--- config.mk ---
export PLATFORM = sky130hd
export DESIGN_NAME = bsrm_bank0
export DESIGN_NICKNAME = d
export VERILOG_FILES = /design/src/verilog/bsrm_bank0.v
export VERILOG_INCLUDE_DIRS = /design/src /design/src/verilog
export SDC_FILE = /design/constraint.sdc
export NUM_CORES = 1
export LEC_CHECK = 0
export BUFFER_PORTS_ARGS = -buffer_cell sky130_fd_sc_hd__buf_4
export CORE_MARGIN = 5
export CORE_UTILIZATION = 30
export DETAILED_ROUTE_END_ITERATION = 8
export GPL_TIMING_DRIVEN = 0
export HOLD_SLACK_MARGIN = 0.05
export PLACE_DENSITY = 0.53
export SYNTH_ARGS = -nofsm -noshare
export SYNTH_HDL_FRONTEND = slang
export SYNTH_SLANG_ARGS = --single-unit
--- constraint.sdc ---
create_clock -name CLK_I -period 9.5 [get_ports CLK_I]
set_input_delay 2.85 -clock CLK_I [delete_from_list [all_inputs] [get_ports CLK_I]]
set_output_delay 2.85 -clock CLK_I [all_outputs]
set_load 0.03 [all_outputs]
--- src/verilog/bsrm_regs.vh ---
`ifndef BSRM_REGS_VH
`define BSRM_REGS_VH

// ****************************************
// register offsets within a bank
// ****************************************
`define BSRM_OFS_IND0     7'h00
`define BSRM_OFS_IND1     7'h01
`define BSRM_OFS_PCLO     7'h02
`define BSRM_OFS_STATUS   7'h03
`define BSRM_OFS_PTR0_LO  7'h04
`define BSRM_OFS_PTR0_HI  7'h05
`define BSRM_OFS_PTR1_LO  7'h06
`define BSRM_OFS_PTR1_HI  7'h07
`define BSRM_OFS_BANK     7'h08
`define BSRM_OFS_WORK     7'h09
`define BSRM_OFS_PCLATCH  7'h0A
`define BSRM_OFS_INTCTL   7'h0B
`define BSRM_OFS_PORT_A   7'h0C
`define BSRM_OFS_PORT_B   7'h0D
`define BSRM_OFS_PORT_C   7'h0E
`define BSRM_OFS_PORT_D   7'h0F
`define BSRM_OFS_PORT_E   7'h10
`define BSRM_OFS_PFLAG1   7'h11
`define BSRM_OFS_PFLAG2   7'h12
`define BSRM_OFS_PFLAG3   7'h13
`define BSRM_OFS_GAP0     7'h14
`define BSRM_OFS_T0_CNT   7'h15
`define BSRM_OFS_T1_LO    7'h16
`define BSRM_OFS_T1_HI    7'h17
`define BSRM_OFS_T1_CTL   7'h18
`define BSRM_OFS_T1_GATE  7'h19
`define BSRM_OFS_T2_CNT   7'h1A
`define BSRM_OFS_T2_PER   7'h1B
`define BSRM_OFS_T2_CTL   7'h1C
`define BSRM_OFS_GAP1     7'h1D
`define BSRM_OFS_CAP_CTL  7'h1E
`define BSRM_OFS_CAP_CH   7'h1F

// ****************************************
// reset values and implemented-bit masks
// ****************************************
`define BSRM_RST_STATUS   5'h18
`define BSRM_RST_PR2      8'hFF
`define BSRM_RST_ZERO     8'h00
`define BSRM_MSK_PFLAG2   8'hFD
`define BSRM_MSK_PFLAG3   8'h7A
`define BSRM_MSK_T1_CTL   8'hFD
`define BSRM_MSK_T1_GATE  8'hFB
`define BSRM_MSK_T2_CTL   8'h7F
`define BSRM_MSK_CAP_CTL  8'hCD
`define BSRM_MSK_CAP_CH   8'h0F

// ****************************************
// field positions
// ****************************************
`define BSRM_ST_TO        4
`define BSRM_ST_PD        3
`define BSRM_IC_FLAGS_LO  1
`define BSRM_T1G_VAL      2
`define BSRM_CAP_OUT      1
`define BSRM_PC_JUMP_W    11

`endif
--- src/verilog/bsrm_bank0.v ---
// Overview of operation
// - upper program counter byte has no read or write path; only the latch, jump address bits 10:8 and increment carries feed it.
// - seven-bit holding latch is copied into the upper counter byte on each reload.
// - core registers at offsets 00h to 0Bh decode in every bank.
// - unimplemented locations and bits, offsets 14h and 1Dh, read zero, ignore writes.
// - unknown bits uninitialised, unchanged bits kept on soft reset, conditional from cause.
// - reduced-pin build drops port D and port E bits 2..0, reading zero.
`timescale 1ns/1ps
`default_nettype none
`include "bsrm_regs.vh"

module bsrm_bank0 #(
  parameter REDUCED_PINS = 0
) (
  // clock and resets
  input wire CLK_I,
  input wire RST_N_I,
  input wire SOFT_RST_I,
  input wire CAUSE_TO_I,
  input wire CAUSE_PD_I,
  // core data memory access
  input wire [6:0] ADDR_I,
  input wire RD_I,
  input wire WR_I,
  input wire [7:0] WDATA_I,
  output wire HIT_O,
  output reg [7:0] RDATA_O,
  // indirect memory path
  output wire [15:0] IND_ADDR_O,
  output wire IND_RD_O,
  output wire IND_WR_O,
  output wire [7:0] IND_WDATA_O,
  input wire [7:0] IND_RDATA_I,
  // program counter and core state
  input wire PC_INC_I,
  input wire PC_JUMP_I,
  input wire [10:0] PC_JUMP_ADDR_I,
  input wire FLAGS_WE_I,
  input wire [2:0] FLAGS_I,
  output wire [14:0] PC_O,
  output wire [7:0] WORK_O,
  output wire [4:0] BANK_O,
  output wire [4:0] STATUS_O,
  output wire [7:0] INT_CTRL_O,
  // peripheral events
  input wire [1:0] INT_SET_I,
  input wire IOC_FLAG_I,
  input wire [7:0] PF1_SET_I,
  input wire [7:0] PF2_SET_I,
  input wire [7:0] PF3_SET_I,
  input wire GATE_VAL_I,
  input wire CAP_OUT_I,
  // port pins and latches
  input wire [7:0] PIN_A_I,
  input wire [7:0] PIN_B_I,
  input wire [7:0] PIN_C_I,
  input wire [7:0] PIN_D_I,
  input wire [3:0] PIN_E_I,
  output wire [7:0] LATCH_A_O,
  output wire [7:0] LATCH_B_O,
  output wire [7:0] LATCH_C_O,
  output wire [7:0] LATCH_D_O,
  output wire [3:0] LATCH_E_O
);

  // ****************************************
  // storage
  // ****************************************
  reg [7:0] pc_low;
  reg [6:0] pc_high;
  reg [6:0] pc_latch;
  reg [4:0] status;
  reg [7:0] ptr0_lo;
  reg [7:0] ptr0_hi;
  reg [7:0] ptr1_lo;
  reg [7:0] ptr1_hi;
  reg [4:0] bank;
  reg [7:0] work;
  reg [7:0] intctl;
  reg [7:0] pflag1;
  reg [7:0] pflag2;
  reg [7:0] pflag3;
  reg [7:0] t1_ctl;
  reg [7:0] t1_gate;
  reg [7:0] t2_cnt;
  reg [7:0] t2_per;
  reg [7:0] t2_ctl;
  reg [7:0] cap_ctl;
  reg [7:0] cap_ch;
  // power-up contents undefined, never reset
  reg [7:0] lat_a;
  reg [7:0] lat_b;
  reg [7:0] lat_c;
  reg [7:0] lat_d;
  reg [3:0] lat_e;
  reg [7:0] t0_cnt;
  reg [7:0] t1_lo;
  reg [7:0] t1_hi;
  // pin synchronisers
  reg [35:0] pin_s1;
  reg [35:0] pin_s2;
  reg [35:0] pin_s3;
  reg [35:0] pin_q;
  reg [7:0] next_rdata;

  // ****************************************
  // address decode
  // ****************************************
  wire core_sel = (ADDR_I <= `BSRM_OFS_INTCTL);
  wire bank0_sel = (bank == 5'h00) && (ADDR_I > `BSRM_OFS_INTCTL) &&
                   (ADDR_I <= `BSRM_OFS_CAP_CH);
  wire ind_sel = (ADDR_I == `BSRM_OFS_IND0) || (ADDR_I == `BSRM_OFS_IND1);
  wire wr = WR_I && HIT_O && !ind_sel;
  wire has_d = (REDUCED_PINS == 0);
  assign HIT_O = core_sel || bank0_sel;

  // window offsets store nothing; the access goes out at the pointer pair
  assign IND_ADDR_O = ADDR_I[0] ? {ptr1_hi, ptr1_lo} : {ptr0_hi, ptr0_lo};
  assign IND_RD_O = RD_I && ind_sel;
  assign IND_WR_O = WR_I && ind_sel;
  assign IND_WDATA_O = WDATA_I;

  assign PC_O = {pc_high, pc_low};
  assign WORK_O = work;
  assign BANK_O = bank;
  assign STATUS_O = status;
  assign INT_CTRL_O = intctl;
  assign LATCH_A_O = lat_a;
  assign LATCH_B_O = lat_b;
  assign LATCH_C_O = lat_c;
  assign LATCH_D_O = has_d ? lat_d : 8'h00;
  assign LATCH_E_O = has_d ? lat_e : {lat_e[3], 3'h0};

  function wr_at;
    input [6:0] ofs;
    begin
      wr_at = wr && (ADDR_I == ofs);
    end
  endfunction

  // ****************************************
  // program counter
  // ****************************************
  // the upper byte is never on the read mux or the write path
  always @(posedge CLK_I or negedge RST_N_I) begin
    if (!RST_N_I) begin
      pc_low <= 8'h00;
      pc_high <= 7'h00;
    end else if (SOFT_RST_I) begin
      pc_low <= 8'h00;
      pc_high <= 7'h00;
    end else if (wr_at(`BSRM_OFS_PCLO)) begin
      pc_low <= WDATA_I;
      pc_high <= pc_latch;
    end else if (PC_JUMP_I) begin
      {pc_high, pc_low} <= {pc_latch[6:3], PC_JUMP_ADDR_I};
    end else if (PC_INC_I) begin
      {pc_high, pc_low} <= PC_O + 15'h0001;
    end
  end

  // ****************************************
  // core and peripheral control registers
  // ****************************************
  always @(posedge CLK_I or negedge RST_N_I) begin
    if (!RST_N_I) begin
      pc_latch <= 7'h00;
      status <= `BSRM_RST_STATUS;
      ptr0_lo <= 8'h00;
      ptr0_hi <= 8'h00;
      ptr1_lo <= 8'h00;
      ptr1_hi <= 8'h00;
      bank <= 5'h00;
      work <= 8'h00;
      intctl <= 8'h00;
      pflag1 <= 8'h00;
      pflag2 <= 8'h00;
      pflag3 <= 8'h00;
      t1_ctl <= 8'h00;
      t1_gate <= 8'h00;
      t2_cnt <= 8'h00;
      t2_per <= `BSRM_RST_PR2;
      t2_ctl <= 8'h00;
      cap_ctl <= 8'h00;
      cap_ch <= 8'h00;
    end else if (SOFT_RST_I) begin
      // fields marked unchanged simply hold here
      pc_latch <= 7'h00;
      status[`BSRM_ST_TO] <= CAUSE_TO_I;
      status[`BSRM_ST_PD] <= CAUSE_PD_I;
      ptr0_hi <= 8'h00;
      ptr1_hi <= 8'h00;
      bank <= 5'h00;
      intctl[7:1] <= 7'h00;
      pflag1 <= 8'h00;
      pflag2 <= 8'h00;
      pflag3 <= 8'h00;
      t2_cnt <= 8'h00;
      t2_per <= `BSRM_RST_PR2;
      t2_ctl <= 8'h00;
      cap_ctl <= 8'h00;
      cap_ch <= 8'h00;
    end else begin
      if (wr_at(`BSRM_OFS_PCLATCH))
        pc_latch <= WDATA_I[6:0];
      if (FLAGS_WE_I)
        status[2:0] <= FLAGS_I;
      else if (wr_at(`BSRM_OFS_STATUS))
        status[2:0] <= WDATA_I[2:0];
      if (wr_at(`BSRM_OFS_PTR0_LO))
        ptr0_lo <= WDATA_I;
      if (wr_at(`BSRM_OFS_PTR0_HI))
        ptr0_hi <= WDATA_I;
      if (wr_at(`BSRM_OFS_PTR1_LO))
        ptr1_lo <= WDATA_I;
      if (wr_at(`BSRM_OFS_PTR1_HI))
        ptr1_hi <= WDATA_I;
      if (wr_at(`BSRM_OFS_BANK))
        bank <= WDATA_I[4:0];
      if (wr_at(`BSRM_OFS_WORK))
        work <= WDATA_I;
      // hardware set wins over a software clear in the same cycle
      intctl[7:1] <= (wr_at(`BSRM_OFS_INTCTL) ? WDATA_I[7:1] : intctl[7:1]) |
                     {5'h00, INT_SET_I};
      intctl[0] <= 1'b0;
      pflag1 <= (wr_at(`BSRM_OFS_PFLAG1) ? WDATA_I : pflag1) | PF1_SET_I;
      pflag2 <= ((wr_at(`BSRM_OFS_PFLAG2) ? WDATA_I : pflag2) | PF2_SET_I) &
                `BSRM_MSK_PFLAG2;
      pflag3 <= ((wr_at(`BSRM_OFS_PFLAG3) ? WDATA_I : pflag3) | PF3_SET_I) &
                `BSRM_MSK_PFLAG3;
      if (wr_at(`BSRM_OFS_T1_CTL))
        t1_ctl <= WDATA_I & `BSRM_MSK_T1_CTL;
      if (wr_at(`BSRM_OFS_T1_GATE))
        t1_gate <= WDATA_I & `BSRM_MSK_T1_GATE;
      if (wr_at(`BSRM_OFS_T2_CNT))
        t2_cnt <= WDATA_I;
      if (wr_at(`BSRM_OFS_T2_PER))
        t2_per <= WDATA_I;
      if (wr_at(`BSRM_OFS_T2_CTL))
        t2_ctl <= WDATA_I & `BSRM_MSK_T2_CTL;
      if (wr_at(`BSRM_OFS_CAP_CTL))
        cap_ctl <= WDATA_I & `BSRM_MSK_CAP_CTL;
      if (wr_at(`BSRM_OFS_CAP_CH))
        cap_ch <= WDATA_I & `BSRM_MSK_CAP_CH;
    end
  end

  // ****************************************
  // undefined-at-power-up registers
  // ****************************************
  // no reset term at all, so both resets leave them as they were
  always @(posedge CLK_I) begin
    if (wr_at(`BSRM_OFS_PORT_A))
      lat_a <= WDATA_I;
    if (wr_at(`BSRM_OFS_PORT_B))
      lat_b <= WDATA_I;
    if (wr_at(`BSRM_OFS_PORT_C))
      lat_c <= WDATA_I;
    if (wr_at(`BSRM_OFS_PORT_D))
      lat_d <= WDATA_I;
    if (wr_at(`BSRM_OFS_PORT_E))
      lat_e <= WDATA_I[3:0];
    if (wr_at(`BSRM_OFS_T0_CNT))
      t0_cnt <= WDATA_I;
    if (wr_at(`BSRM_OFS_T1_LO))
      t1_lo <= WDATA_I;
    if (wr_at(`BSRM_OFS_T1_HI))
      t1_hi <= WDATA_I;
  end

  // ****************************************
  // pin input synchronisers
  // ****************************************
  // a level is taken only once the second and third stages agree
  always @(posedge CLK_I or negedge RST_N_I) begin
    if (!RST_N_I) begin
      pin_s1 <= 36'h000000000;
      pin_s2 <= 36'h000000000;
      pin_s3 <= 36'h000000000;
      pin_q <= 36'h000000000;
    end else begin
      pin_s1 <= {PIN_E_I, PIN_D_I, PIN_C_I, PIN_B_I, PIN_A_I};
      pin_s2 <= pin_s1;
      pin_s3 <= pin_s2;
      pin_q <= (pin_s2 & pin_s3) | (pin_q & (pin_s2 | pin_s3));
    end
  end

  // ****************************************
  // read path
  // ****************************************
  always @* begin
    next_rdata = 8'h00;
    case (ADDR_I)
      `BSRM_OFS_IND0, `BSRM_OFS_IND1: next_rdata = IND_RDATA_I;
      `BSRM_OFS_PCLO: next_rdata = pc_low;
      `BSRM_OFS_STATUS: next_rdata = {3'h0, status};
      `BSRM_OFS_PTR0_LO: next_rdata = ptr0_lo;
      `BSRM_OFS_PTR0_HI: next_rdata = ptr0_hi;
      `BSRM_OFS_PTR1_LO: next_rdata = ptr1_lo;
      `BSRM_OFS_PTR1_HI: next_rdata = ptr1_hi;
      `BSRM_OFS_BANK: next_rdata = {3'h0, bank};
      `BSRM_OFS_WORK: next_rdata = work;
      `BSRM_OFS_PCLATCH: next_rdata = {1'b0, pc_latch};
      `BSRM_OFS_INTCTL: next_rdata = {intctl[7:1], IOC_FLAG_I};
      `BSRM_OFS_PORT_A: next_rdata = pin_q[7:0];
      `BSRM_OFS_PORT_B: next_rdata = pin_q[15:8];
      `BSRM_OFS_PORT_C: next_rdata = pin_q[23:16];
      `BSRM_OFS_PORT_D: next_rdata = has_d ? pin_q[31:24] : 8'h00;
      `BSRM_OFS_PORT_E: next_rdata = {4'h0, pin_q[35], has_d ? pin_q[34:32] : 3'h0};
      `BSRM_OFS_PFLAG1: next_rdata = pflag1;
      `BSRM_OFS_PFLAG2: next_rdata = pflag2;
      `BSRM_OFS_PFLAG3: next_rdata = pflag3;
      `BSRM_OFS_T0_CNT: next_rdata = t0_cnt;
      `BSRM_OFS_T1_LO: next_rdata = t1_lo;
      `BSRM_OFS_T1_HI: next_rdata = t1_hi;
      `BSRM_OFS_T1_CTL: next_rdata = t1_ctl;
      `BSRM_OFS_T1_GATE: next_rdata = t1_gate | {5'h00, GATE_VAL_I, 2'h0};
      `BSRM_OFS_T2_CNT: next_rdata = t2_cnt;
      `BSRM_OFS_T2_PER: next_rdata = t2_per;
      `BSRM_OFS_T2_CTL: next_rdata = t2_ctl;
      `BSRM_OFS_CAP_CTL: next_rdata = cap_ctl | {6'h00, CAP_OUT_I, 1'b0};
      `BSRM_OFS_CAP_CH: next_rdata = cap_ch;
      default: next_rdata = 8'h00;
    endcase
    if (!HIT_O)
      next_rdata = 8'h00;
  end

  always @(posedge CLK_I or negedge RST_N_I) begin
    if (!RST_N_I)
      RDATA_O <= 8'h00;
    else if (RD_I)
      RDATA_O <= next_rdata;
  end

endmodule

`default_nettype wire

== Word-level counts from Yosys, hierarchy flattened ==
Index checks and enable logic that the tools add are counted.
W data, S select, Z words.

* Bits in registers: 368
* Input port bits: 112
* Output and inout port bits: 112
* Word-level logic and storage cells: 175

* Add/sub/neg operators: 1
* Order comparisons: 3
* Eq/ne operators: 29
* Mux-type cells: 39
* Bitwise logic cells: 11
* Reduce and logical (&&, ||, !) cells: 57

{| class="wikitable"
|+ Operators with widths
! operator !! count
|-
| $pmux W8 S29 || 1
|-
| $mux W8 || 23
|-
| $eq A7 B5 Y1 const B || 14
|-
| $and A36 B36 Y36 || 2
|-
| $or A36 B36 Y36 || 2
|-
| $mux W7 || 10
|-
| $eq A7 B4 Y1 const B || 8
|-
| $logic_and A1 B1 Y1 || 34
|-
| $eq A7 B3 Y1 const B || 4
|-
| $reduce_bool A2 Y1 || 10
|-
| $mux W16 || 1
|-
| $or A8 B8 Y8 || 2
|-
| $add A15 B1 Y15 const B || 1
|-
| $eq A7 B2 Y1 const B || 2
|-
| $reduce_and A2 Y1 || 6
|-
| $mux W5 || 2
|-
| $or A8 B2 Y8 || 1
|-
| $or A8 B3 Y8 || 1
|-
| $eq A7 B1 Y1 const B || 1
|-
| $gt A7 B4 Y1 const B || 1
|-
| $le A7 B4 Y1 const B || 1
|-
| $le A7 B5 Y1 const B || 1
|-
| $logic_not A7 Y1 || 1
|-
| $or A7 B2 Y7 || 1
|-
| 8 further kinds || 10
|}

== Logic depth before layout (Yosys ltp) ==
Gate-level depths: netlist of run 1.

* Depth in word-level cells: 10
* Gate-level depth with buffers: 9

== Worst setup path before layout of run 1 ==
Ideal clock, no wire load.

* Path type: input to output
* From: input port ADDR_I[0]
* To: output port IND_ADDR_O[10]
* Arrival time: 4.666 ns
* Path slack: 1.984 ns
* Cell stages on the path: 6
* Cell sequence: buf_2 > clkbuf_1 > buf_1 > buf_1 > buf_1 > mux2_2

* Word-level cells in the longest chain between the ends: 1

{| class="wikitable"
|+ RTL lines
! element !! RTL line !! text
|-
| start: declaration || bsrm_bank0.v:22 || <nowiki>input wire [6:0] ADDR_I,</nowiki>
|-
| $mux W16 || bsrm_bank0.v:118 || <nowiki>assign IND_ADDR_O = ADDR_I[0] ? {ptr1_hi, ptr1_lo} : {ptr0_hi, ptr0_lo};</nowiki>
|-
| end: declaration || bsrm_bank0.v:29 || <nowiki>output wire [15:0] IND_ADDR_O,</nowiki>
|}

Every way passes these cells.

== Worst setup path in the final report of run 1 ==
* From: input port ADDR_I[0]
* To: output port IND_ADDR_O[13]

Same word-level chain as after synthesis.

==> results.py, run 1 <==
metrics = {
    "status": {
        "status": "finished, final reports clean",
    },
    "clocking": {
        "clk_pin_slew_ns": 0.05,
        "cts.sinks": 357,
        "cts.hold.buffers_added": 0,
        "cts_buffer_depth": 3,
        "cts_root_buffer": "clkbuf_16",
        "cts_resized": 0,
        "post_cts_buffers": 0,
        "htreeDepth": 2,
        "cts_tree": "yes",
        "clk_latency_ns": 0.56,
        "numCtsBuffers": 40,
    },
    "synth": {
        "async_flop_share": 0.832,
        "synth_compound_area_frac": 0.0873,
        "yosysMostFrequentCell": "dfrtp_1",
        "synth_top_flop_cell": "dfrtp_1",
        "synthDistinctLibCells": 70,
        "netlist_area_um2": 15200,
        "yosys.area_share.xor_xnor": 0.00806,
        "yosys.area.top_type": "dfrtp_1",
        "synth_fa_ha_area_frac": 0.0245,
        "synth-simple-area-share": 0.112,
        "synth_commonest_cells": "dfrtp_1, mux2i_1, nand2_1, edfxtp_1, nor2_1",
        "synth_area_leaders": "dfrtp_1, edfxtp_1, mux2i_1",
        "muxShareOfSynthArea": 0.126,
        "ys_warn_count": 0,
        "ys_ff_latch": 357,
        "synth_top_family_by_area": "multiplexers",
        "syn_nets": 1347,
        "yosysTopAreaCellShare": 0.472,
        "yosysSeqAreaShare": 0.608,
        "synth.avg_cell_area_um2": 12.3,
        "synth_edf_count": 60,
        "syn_inst": 1234,
    },
    "die": {
        "rows": 82,
        "die_area_um2": 55300,
        "die-height_um": 235,
        "pin_count": 224,
        "dieWidth_um": 235,
        "core_area_um2": 50200,
        "start_util": 0.303,
    },
    "hold_path": {
        "whs_path_depth": 0,
        "holdPathEnd": "pin_s2[1]$_DFF_PN0_",
        "min_path_type": "reg -> reg",
        "worstHoldStart": "pin_s1[1]$_DFF_PN0_",
    },
    "finish": {
        "design_area_um2": 19000,
        "drive_gt1_frac": 0.258,
        "fillCellCount": 4927,
        "ff_latch_area_um2": 9250,
        "antennaDiodeCount": 0,
        "multi_input_area_um2": 5470,
        "nets": 1608,
        "syn_to_final_growth_pct": 25.0,
    },
    "route": {
        "drtPass1Iterations": 8,
        "vias": 11500,
        "drc_errors": 0,
        "drt_iter0_markers": 913,
        "drt_wl_total_mm": 63.1,
        "antenna_left": 0,
        "wl_per_cell_um": 28.7,
        "viasPerCell": 5.26,
    },
    "worst_setup_path": {
        "r2r_end": "t1_ctl[4]$_DFFE_PN0P_",
        "cp_top_family": "buffers and inverters",
        "max_stage_delay_ns": 0.93,
        "crit_top_cell": "buf_1",
        "cp_num_buf_inv": 7,
        "critPathKind": "in -> out",
        "rrSetupSlack_ns": 6.19,
        "cp.required_ns": 6.65,
        "slowest_stage": "buf_1",
        "critPathCaptureType": "output pin",
        "critPathArrivalTime_ns": 6.45,
        "r2r_cells": 5,
        "timing.rr.start": "BANK_O[2]$_DFFE_PN0P_",
        "cp_max_fo": 10,
        "cp-start-kind": "primary input",
        "crit_chain": "buf_4 -> buf_2 -> clkbuf_1 -> buf_1 -> buf_1 -> buf_1 -> mux2_2 -> buf_4",
    },
    "global_routing": {
        "grt_pass1_vias": 11900,
        "grt_max_degree": 110,
        "grt_overflow_total": 0,
        "grt_usage": 0.221,
        "antenna_found_initial": 3,
        "grt_pass1_wl_mm": 89.4,
    },
    "placed_design": {
        "placed_cell_area_um2": 17800,
        "dp_hpwl_mm": 46.5,
        "place_congestion": 0.972,
        "port_buffers": 214,
    },
    "timing": {
        "tightest_slew_ns": 1.34,
        "rsz0062_at_grt": "false",
        "slew_violations": 0,
        "max_freq_mhz": 108,
        "hold_viol_final": 0,
        "skew_ns": 0.0223,
        "period_share": 0.979,
        "setup_viol": 0,
        "slew_headroom": 0.103,
        "final.setup.tns_ns": 0,
        "fin_crit_ns": 9.30,
    },
    "power_and_ir_drop": {
        "vdd_ir_drop_max_mv": 0.110,
        "p_leak_nw": 8.24,
        "powerDensity_nw_per_um2": 183,
    },
    "flow_run": {
        "drv_cap": 0,
    },
}
stage by stage:
step	instances	setup WS [ns]	util	hold slack [ns]	total power [mW]
final	2197	0.202	0.379	0.346	3.49
after global routing	2197	0.210	0.379	0.348	3.60
after CTS	2197	0.307	0.379	0.347	3.52
after detailed placement	2125	0.319	0.354	0.335	2.01
after global placement	2120	0.317	0.352	0.332	2.01
after floorplan	1234	1.98	-	0.331	1.81
flip-flops by register name, summed over array words and instances (netlist names), 36 cells and up:
signal	count
pin_s3	36
pin_q	36
pin_s1	36
pin_s2	36
layout by cell type (no fill, tap or decap), drive strengths merged, types with 7 or more instances in the layout:
cell / synthesis / final
xor2: 10 / 10
clkinv: 1 / 7
mux2: 63 / 63
clkbuf: 48 / 110
a32o: 7 / 7
nor3: 23 / 23
edfxtp: 60 / 60
nor2b: 20 / 20
a32oi: 13 / 13
nor2: 60 / 60
nand2b: 12 / 12
dfstp: 10 / 10
nand2: 113 / 113
o22ai: 14 / 14
o211ai: 7 / 7
mux2i: 115 / 115
nor4: 9 / 9
dfrtp: 287 / 287
nand3: 34 / 34
a211oi: 7 / 7
and3: 11 / 11
buf: 39 / 258
o21ai: 27 / 27
a22oi: 24 / 24
inv: 31 / 34
a21oi: 48 / 48
nand4: 16 / 16
maj3: 36 / 36
power breakdown:
group	internal [mW]	total (mW)	switching (mW)
Combinational	0.108	0.324	0.216
Clock	0.873	1.50	0.628
Sequential	1.61	1.66	0.0478
Total	2.60	3.49	0.892
layer usage:
layer | global-route usage | vias up | part of all wire | wire length, µm
met5 | 0 | - | 0.00032 | 20
met4 | 0.0730 | 2 | 0.034 | 2140
met3 | 0.0394 | 110 | 0.068 | 4320
met2 | 0.348 | 532 | 0.45 | 28700
met1 | 0.310 | 5923 | 0.44 | 28000
li1 | - | 4979 | - | -
worst max path at each step:
stage	from	to	slack, ns	depth (start not counted)
final	ADDR_I[0]	IND_ADDR_O[13]	0.20	8
after global routing	ADDR_I[0]	IND_ADDR_O[13]	0.21	8
after CTS	ADDR_I[0]	IND_ADDR_O[13]	0.31	8
after detailed placement	ADDR_I[0]	IND_ADDR_O[8]	0.32	8
after global placement	ADDR_I[0]	IND_ADDR_O[8]	0.32	8
after floorplan	ADDR_I[0]	IND_ADDR_O[10]	1.98	6
final cells by class:
cell class | count | area share
Buffer | 87 | 0.0211
Clock buffer | 62 | 0.0612
Clock inverter | 10 | 0.00460
Inverter | 32 | 0.00631
Multi-Input combinational cell | 758 | 0.288
Sequential cell | 357 | 0.486
Tap cell | 672 | 0.0442
Timing Repair Buffer | 219 | 0.0891
logic make-up (layout without fill, tap and decap cells):
logic type / Yosys count / after routing
flip-flops: 357 / 357
other: 1 / 1
AO/OA/AOI/OAI: 193 / 193
AND/OR/NAND/NOR: 335 / 335
XOR/XNOR: 14 / 14
multiplexers: 178 / 178
adder cells (fa/ha/maj): 37 / 37
buffers and inverters: 119 / 410
(Power assumes the default switching activity.)
==> run 2, diff against run 1 <==
SETUP_SLACK_MARGIN = 0.4   (was not set)
==> results.py, run 2 (synthesis results as in run 1) <==
metrics = {
    "global_routing": {
        "antenna_found_initial": 3,
        "grt_max_degree": 110,
        "grt_pass1_vias": 11900,
        "grt_usage": 0.221,
        "grt_pass1_wl_mm": 89.4,
        "grt_overflow_total": 0,
    },
    "timing": {
        "slew_headroom": 0.108,
        "fin_crit_ns": 9.04,
        "setup_slack_ns": 0.455,
        "period_share": 0.952,
        "slew_violations": 0,
        "hold_viol_final": 0,
        "skew_ns": 0.0208,
        "holdWs_ns": 0.346,
        "rsz0062_at_grt": "false",
        "setup_viol": 0,
        "tightest_slew_ns": 1.33,
        "max_freq_mhz": 111,
        "final.setup.tns_ns": 0,
    },
    "finish": {
        "layout.cells.most_common": "dfrtp_1",
        "syn_to_final_growth_pct": 25.1,
        "final_util": 0.379,
        "design_area_um2": 19000,
        "most-common-layout-cells": "dfrtp_1, buf_4, mux2i_1, nand2_1, clkbuf_1",
        "nets": 1608,
        "fin_cells": 2197,
        "drive_gt1_frac": 0.258,
        "antennaDiodeCount": 0,
    },
    "worst_setup_path": {
        "max_stage_delay_ns": 0.71,
        "cp-start-kind": "primary input",
        "rrSetupSlack_ns": 6.26,
        "critPathKind": "in -> out",
        "slowest_stage": "buf_1",
        "critPathArrivalTime_ns": 6.19,
        "cp_num_buf_inv": 7,
        "crit_chain": "buf_4 -> buf_2 -> clkbuf_1 -> buf_1 -> clkdlybuf4s15_2 -> buf_1 -> mux2_2 -> buf_4",
        "critPathCaptureType": "output pin",
        "cp.required_ns": 6.65,
        "cp_top_family": "buffers and inverters",
        "cp_max_fo": 10,
    },
    "die": {
        "pin_count": 224,
        "start_util": 0.303,
        "dieWidth_um": 235,
        "die_area_um2": 55300,
        "die-height_um": 235,
        "core_area_um2": 50200,
        "rows": 82,
    },
    "route": {
        "wl_per_cell_um": 28.8,
        "antenna_left": 0,
        "drtPass1Iterations": 5,
        "drt_wl_total_mm": 63.2,
        "vias": 11500,
        "viasPerCell": 5.23,
        "drt_iter0_markers": 967,
        "drc_errors": 0,
    },
    "clocking": {
        "cts.hold.buffers_added": 0,
        "cts_tree": "yes",
        "post_cts_buffers": 0,
        "cts_buffer_depth": 3,
        "cts.sinks": 357,
        "cts_resized": 2,
        "clk_latency_ns": 0.56,
        "htreeDepth": 2,
        "numCtsBuffers": 40,
        "cts_root_buffer": "clkbuf_16",
        "clk_pin_slew_ns": 0.05,
    },
    "power_and_ir_drop": {
        "p_leak_nw": 8.24,
        "p_sw_frac": 0.255,
        "power.total_mw": 3.49,
        "p_sw_mw": 0.889,
        "vdd_ir_drop_max_mv": 0.110,
        "clockPowerShare": 0.430,
        "power_frac_comb": 0.093,
        "powerDensity_nw_per_um2": 183,
        "power_frac_seq": 0.477,
        "internal_power_mw": 2.60,
    },
    "placed_design": {
        "placed_cell_area_um2": 17800,
        "dp.cells": 2125,
        "dp_hpwl_mm": 46.5,
        "place_congestion": 0.972,
        "port_buffers": 214,
        "dp_slack_ns": 0.319,
    },
    "flow_run": {
        "drv_cap": 0,
    },
    "hold_path": {
        "min_path_type": "reg -> reg",
    },
    "status": {
        "status": "finished, final reports clean",
    },
}
run 2: changes by cell type in the layout (fill, tap and decap cells not counted):
| cell | delta |
|---|---|
| buf_1 | -1 |
| clkdlybuf4s15_2 | +1 |
run 2: final timing paths:
path | startpoint | to | cells after the start
min in group asynchronous | RST_N_I | pc_high[4]$_DFFE_PN0P_ | 1
min reg2reg | pin_s1[19]$_DFF_PN0_ | pin_s2[19]$_DFF_PN0_ | 0
max in group asynchronous | RST_N_I | pin_s1[8]$_DFF_PN0_ | 2
min | pin_s1[19]$_DFF_PN0_ | pin_s2[19]$_DFF_PN0_ | 0
max reg2reg | BANK_O[3]$_DFFE_PN0P_ | t1_ctl[4]$_DFFE_PN0P_ | 5
max | ADDR_I[0] | IND_ADDR_O[13] | 8
run 2: power groups by stage:
stage               Clock (mW)  Sequential, mW  Combinational [mW]
finish                    1.50            1.66               0.325
global route              1.59            1.67               0.343
CTS                       1.54            1.66               0.324
detailed placement           0            1.69               0.323
global placement             0            1.69               0.318
floorplan                    0            1.69               0.127
run 2: routing by layer:
layer | routed length, µm | share of wire | track usage
met2 | 28600 | 0.45 | 0.348
met1 | 28500 | 0.45 | 0.310
met5 | 20 | 0.00032 | 0
met3 | 3980 | 0.063 | 0.0394
met4 | 2070 | 0.033 | 0.0730
run 2: cell type report:
class / count / area, µm²
Sequential cell: 357 / 9250
Timing Repair Buffer: 219 / 1700
Inverter: 32 / 120
Buffer: 87 / 409
Multi-Input combinational cell: 758 / 5470
Fill cell: 4925 / 31100
Clock inverter: 10 / 87.6
Tap cell: 672 / 841
Clock buffer: 62 / 1160
==> run 3, diff against run 2 <==
PLACE_DENSITY = 0.51   (was 0.53)
SLEW_MARGIN = 20   (was not set)
==> results.py, run 3 (synthesis results as in run 1) <==
metrics = {
    "clocking": {
        "cts_tree": "yes",
        "numCtsBuffers": 42,
        "clk_pin_slew_ns": 0.06,
        "cts.hold.buffers_added": 0,
        "post_cts_buffers": 0,
        "cts.sinks": 357,
        "clk_latency_ns": 0.58,
        "cts_root_buffer": "clkbuf_16",
        "htreeDepth": 2,
        "cts_buffer_depth": 3,
    },
    "finish": {
        "final_util": 0.386,
        "fin_cells": 2203,
        "drive_gt1_frac": 0.270,
        "antennaDiodeCount": 0,
        "nets": 1611,
        "syn_to_final_growth_pct": 27.3,
        "design_area_um2": 19400,
        "layout.cells.most_common": "dfrtp_1",
        "most-common-layout-cells": "dfrtp_1, buf_4, mux2i_1, nand2_1",
    },
    "global_routing": {
        "grt_use_met2": 0.336,
        "grt_usage": 0.220,
        "grt_max_degree": 84,
        "grt_pass1_vias": 11700,
        "antenna_found_initial": 3,
        "grt_busiest_layer": "met2",
        "met1_usage": 0.316,
        "grt_pass1_wl_mm": 89.2,
        "grt_overflow_total": 0,
        "grt_util_met3": 0.0424,
    },
    "timing": {
        "skew_ns": 0.0274,
        "slew_headroom": 0.250,
        "setup_viol": 0,
        "rsz0062_at_grt": "false",
        "slew_violations": 0,
        "max_freq_mhz": 114,
        "fin_crit_ns": 8.78,
        "hold_viol_final": 0,
        "holdWs_ns": 0.342,
        "final.setup.tns_ns": 0,
        "setup_slack_ns": 0.720,
        "period_share": 0.924,
        "tightest_slew_ns": 1.12,
    },
    "die": {
        "start_util": 0.303,
        "rows": 82,
        "pin_count": 224,
        "die-height_um": 235,
        "core_area_um2": 50200,
        "dieWidth_um": 235,
        "die_area_um2": 55300,
    },
    "power_and_ir_drop": {
        "p_leak_nw": 8.40,
        "powerDensity_nw_per_um2": 194,
        "power.total_mw": 3.75,
        "vdd_ir_drop_max_mv": 0.124,
    },
    "worst_setup_path": {
        "critPathKind": "in -> out",
        "cp.required_ns": 6.65,
        "critPathCaptureType": "output pin",
        "cp-start-kind": "primary input",
        "cp_max_fo": 10,
        "critPathArrivalTime_ns": 5.93,
    },
    "route": {
        "antenna_left": 0,
        "drt_wl_total_mm": 62.7,
        "drc_errors": 0,
        "drt_iter0_markers": 1111,
        "drtPass1Iterations": 5,
        "vias": 11500,
        "viasPerCell": 5.21,
        "wl_per_cell_um": 28.5,
    },
    "placed_design": {
        "place_congestion": 0.997,
        "placed_cell_area_um2": 17800,
        "port_buffers": 214,
        "dp_hpwl_mm": 46.3,
        "dp.cells": 2126,
        "dp_slack_ns": 0.314,
    },
    "hold_path": {
        "min_path_type": "reg -> reg",
    },
    "flow_run": {
        "drv_cap": 0,
    },
    "status": {
        "status": "finished, final reports clean",
    },
}
## run 3: final cells by class
type / instances / area, µm²
timing repair buffer: 220 / 1720
buffer: 87 / 412
multi-input combinational: 758 / 5500
clock inverter: 17 / 250
sequential: 357 / 9250
fill: 4922 / 30800
tap: 672 / 841
inverter: 32 / 120
clock buffer: 60 / 1280
## run 3: repair_timing
item                                    in CTS  in global routing
pin swaps                                    0                  0
endpoints found under the setup margin       8                  3
gates resized for setup                      2                  1
## run 3: report_power, final
part | total [mW] | leakage, nW | internal [mW] | switching (mW)
combinational | 0.326 | 3.38 | 0.109 | 0.216
sequential | 1.66 | 4.27 | 1.61 | 0.0467
clock | 1.76 | 0.751 | 1.11 | 0.657
total | 3.75 | 8.40 | 2.83 | 0.920
## run 3: critical path, stage by stage
cell,delay [ns]
buf_4,0.11
buf_2,0.27
clkbuf_1,0.40
clkbuf_2,0.44
clkdlybuf4s15_2,0.62
buf_1,0.61
mux2_2,0.44
buf_4,0.18
## run 3: path summary, 6_finish.rpt
path / startpoint / slack, ns / cells past startpoint / endpoint
setup / recovery: ADDR_I[0] / 0.72 / 8 / IND_ADDR_O[13]
hold / removal: pin_s1[15]$_DFF_PN0_ / 0.34 / 0 / pin_s2[15]$_DFF_PN0_
setup reg to reg: BANK_O[2]$_DFFE_PN0P_ / 6.16 / 5 / t1_ctl[0]$_DFFE_PN0P_
hold reg to reg: pin_s1[15]$_DFF_PN0_ / 0.34 / 0 / pin_s2[15]$_DFF_PN0_
max in group asynchronous: RST_N_I / 6.36 / 2 / pin_s2[11]$_DFF_PN0_
min in group asynchronous: RST_N_I / 2.25 / 1 / pc_high[6]$_DFFE_PN0P_
## run 3: routing by layer
layer	vias to the layer above	part of all wire	wire length, µm
met2	505	0.44	27800
met1	5867	0.45	28400
li1	5009	-	-
met4	2	0.033	2070
met5	-	0.00021	13
met3	104	0.070	4390
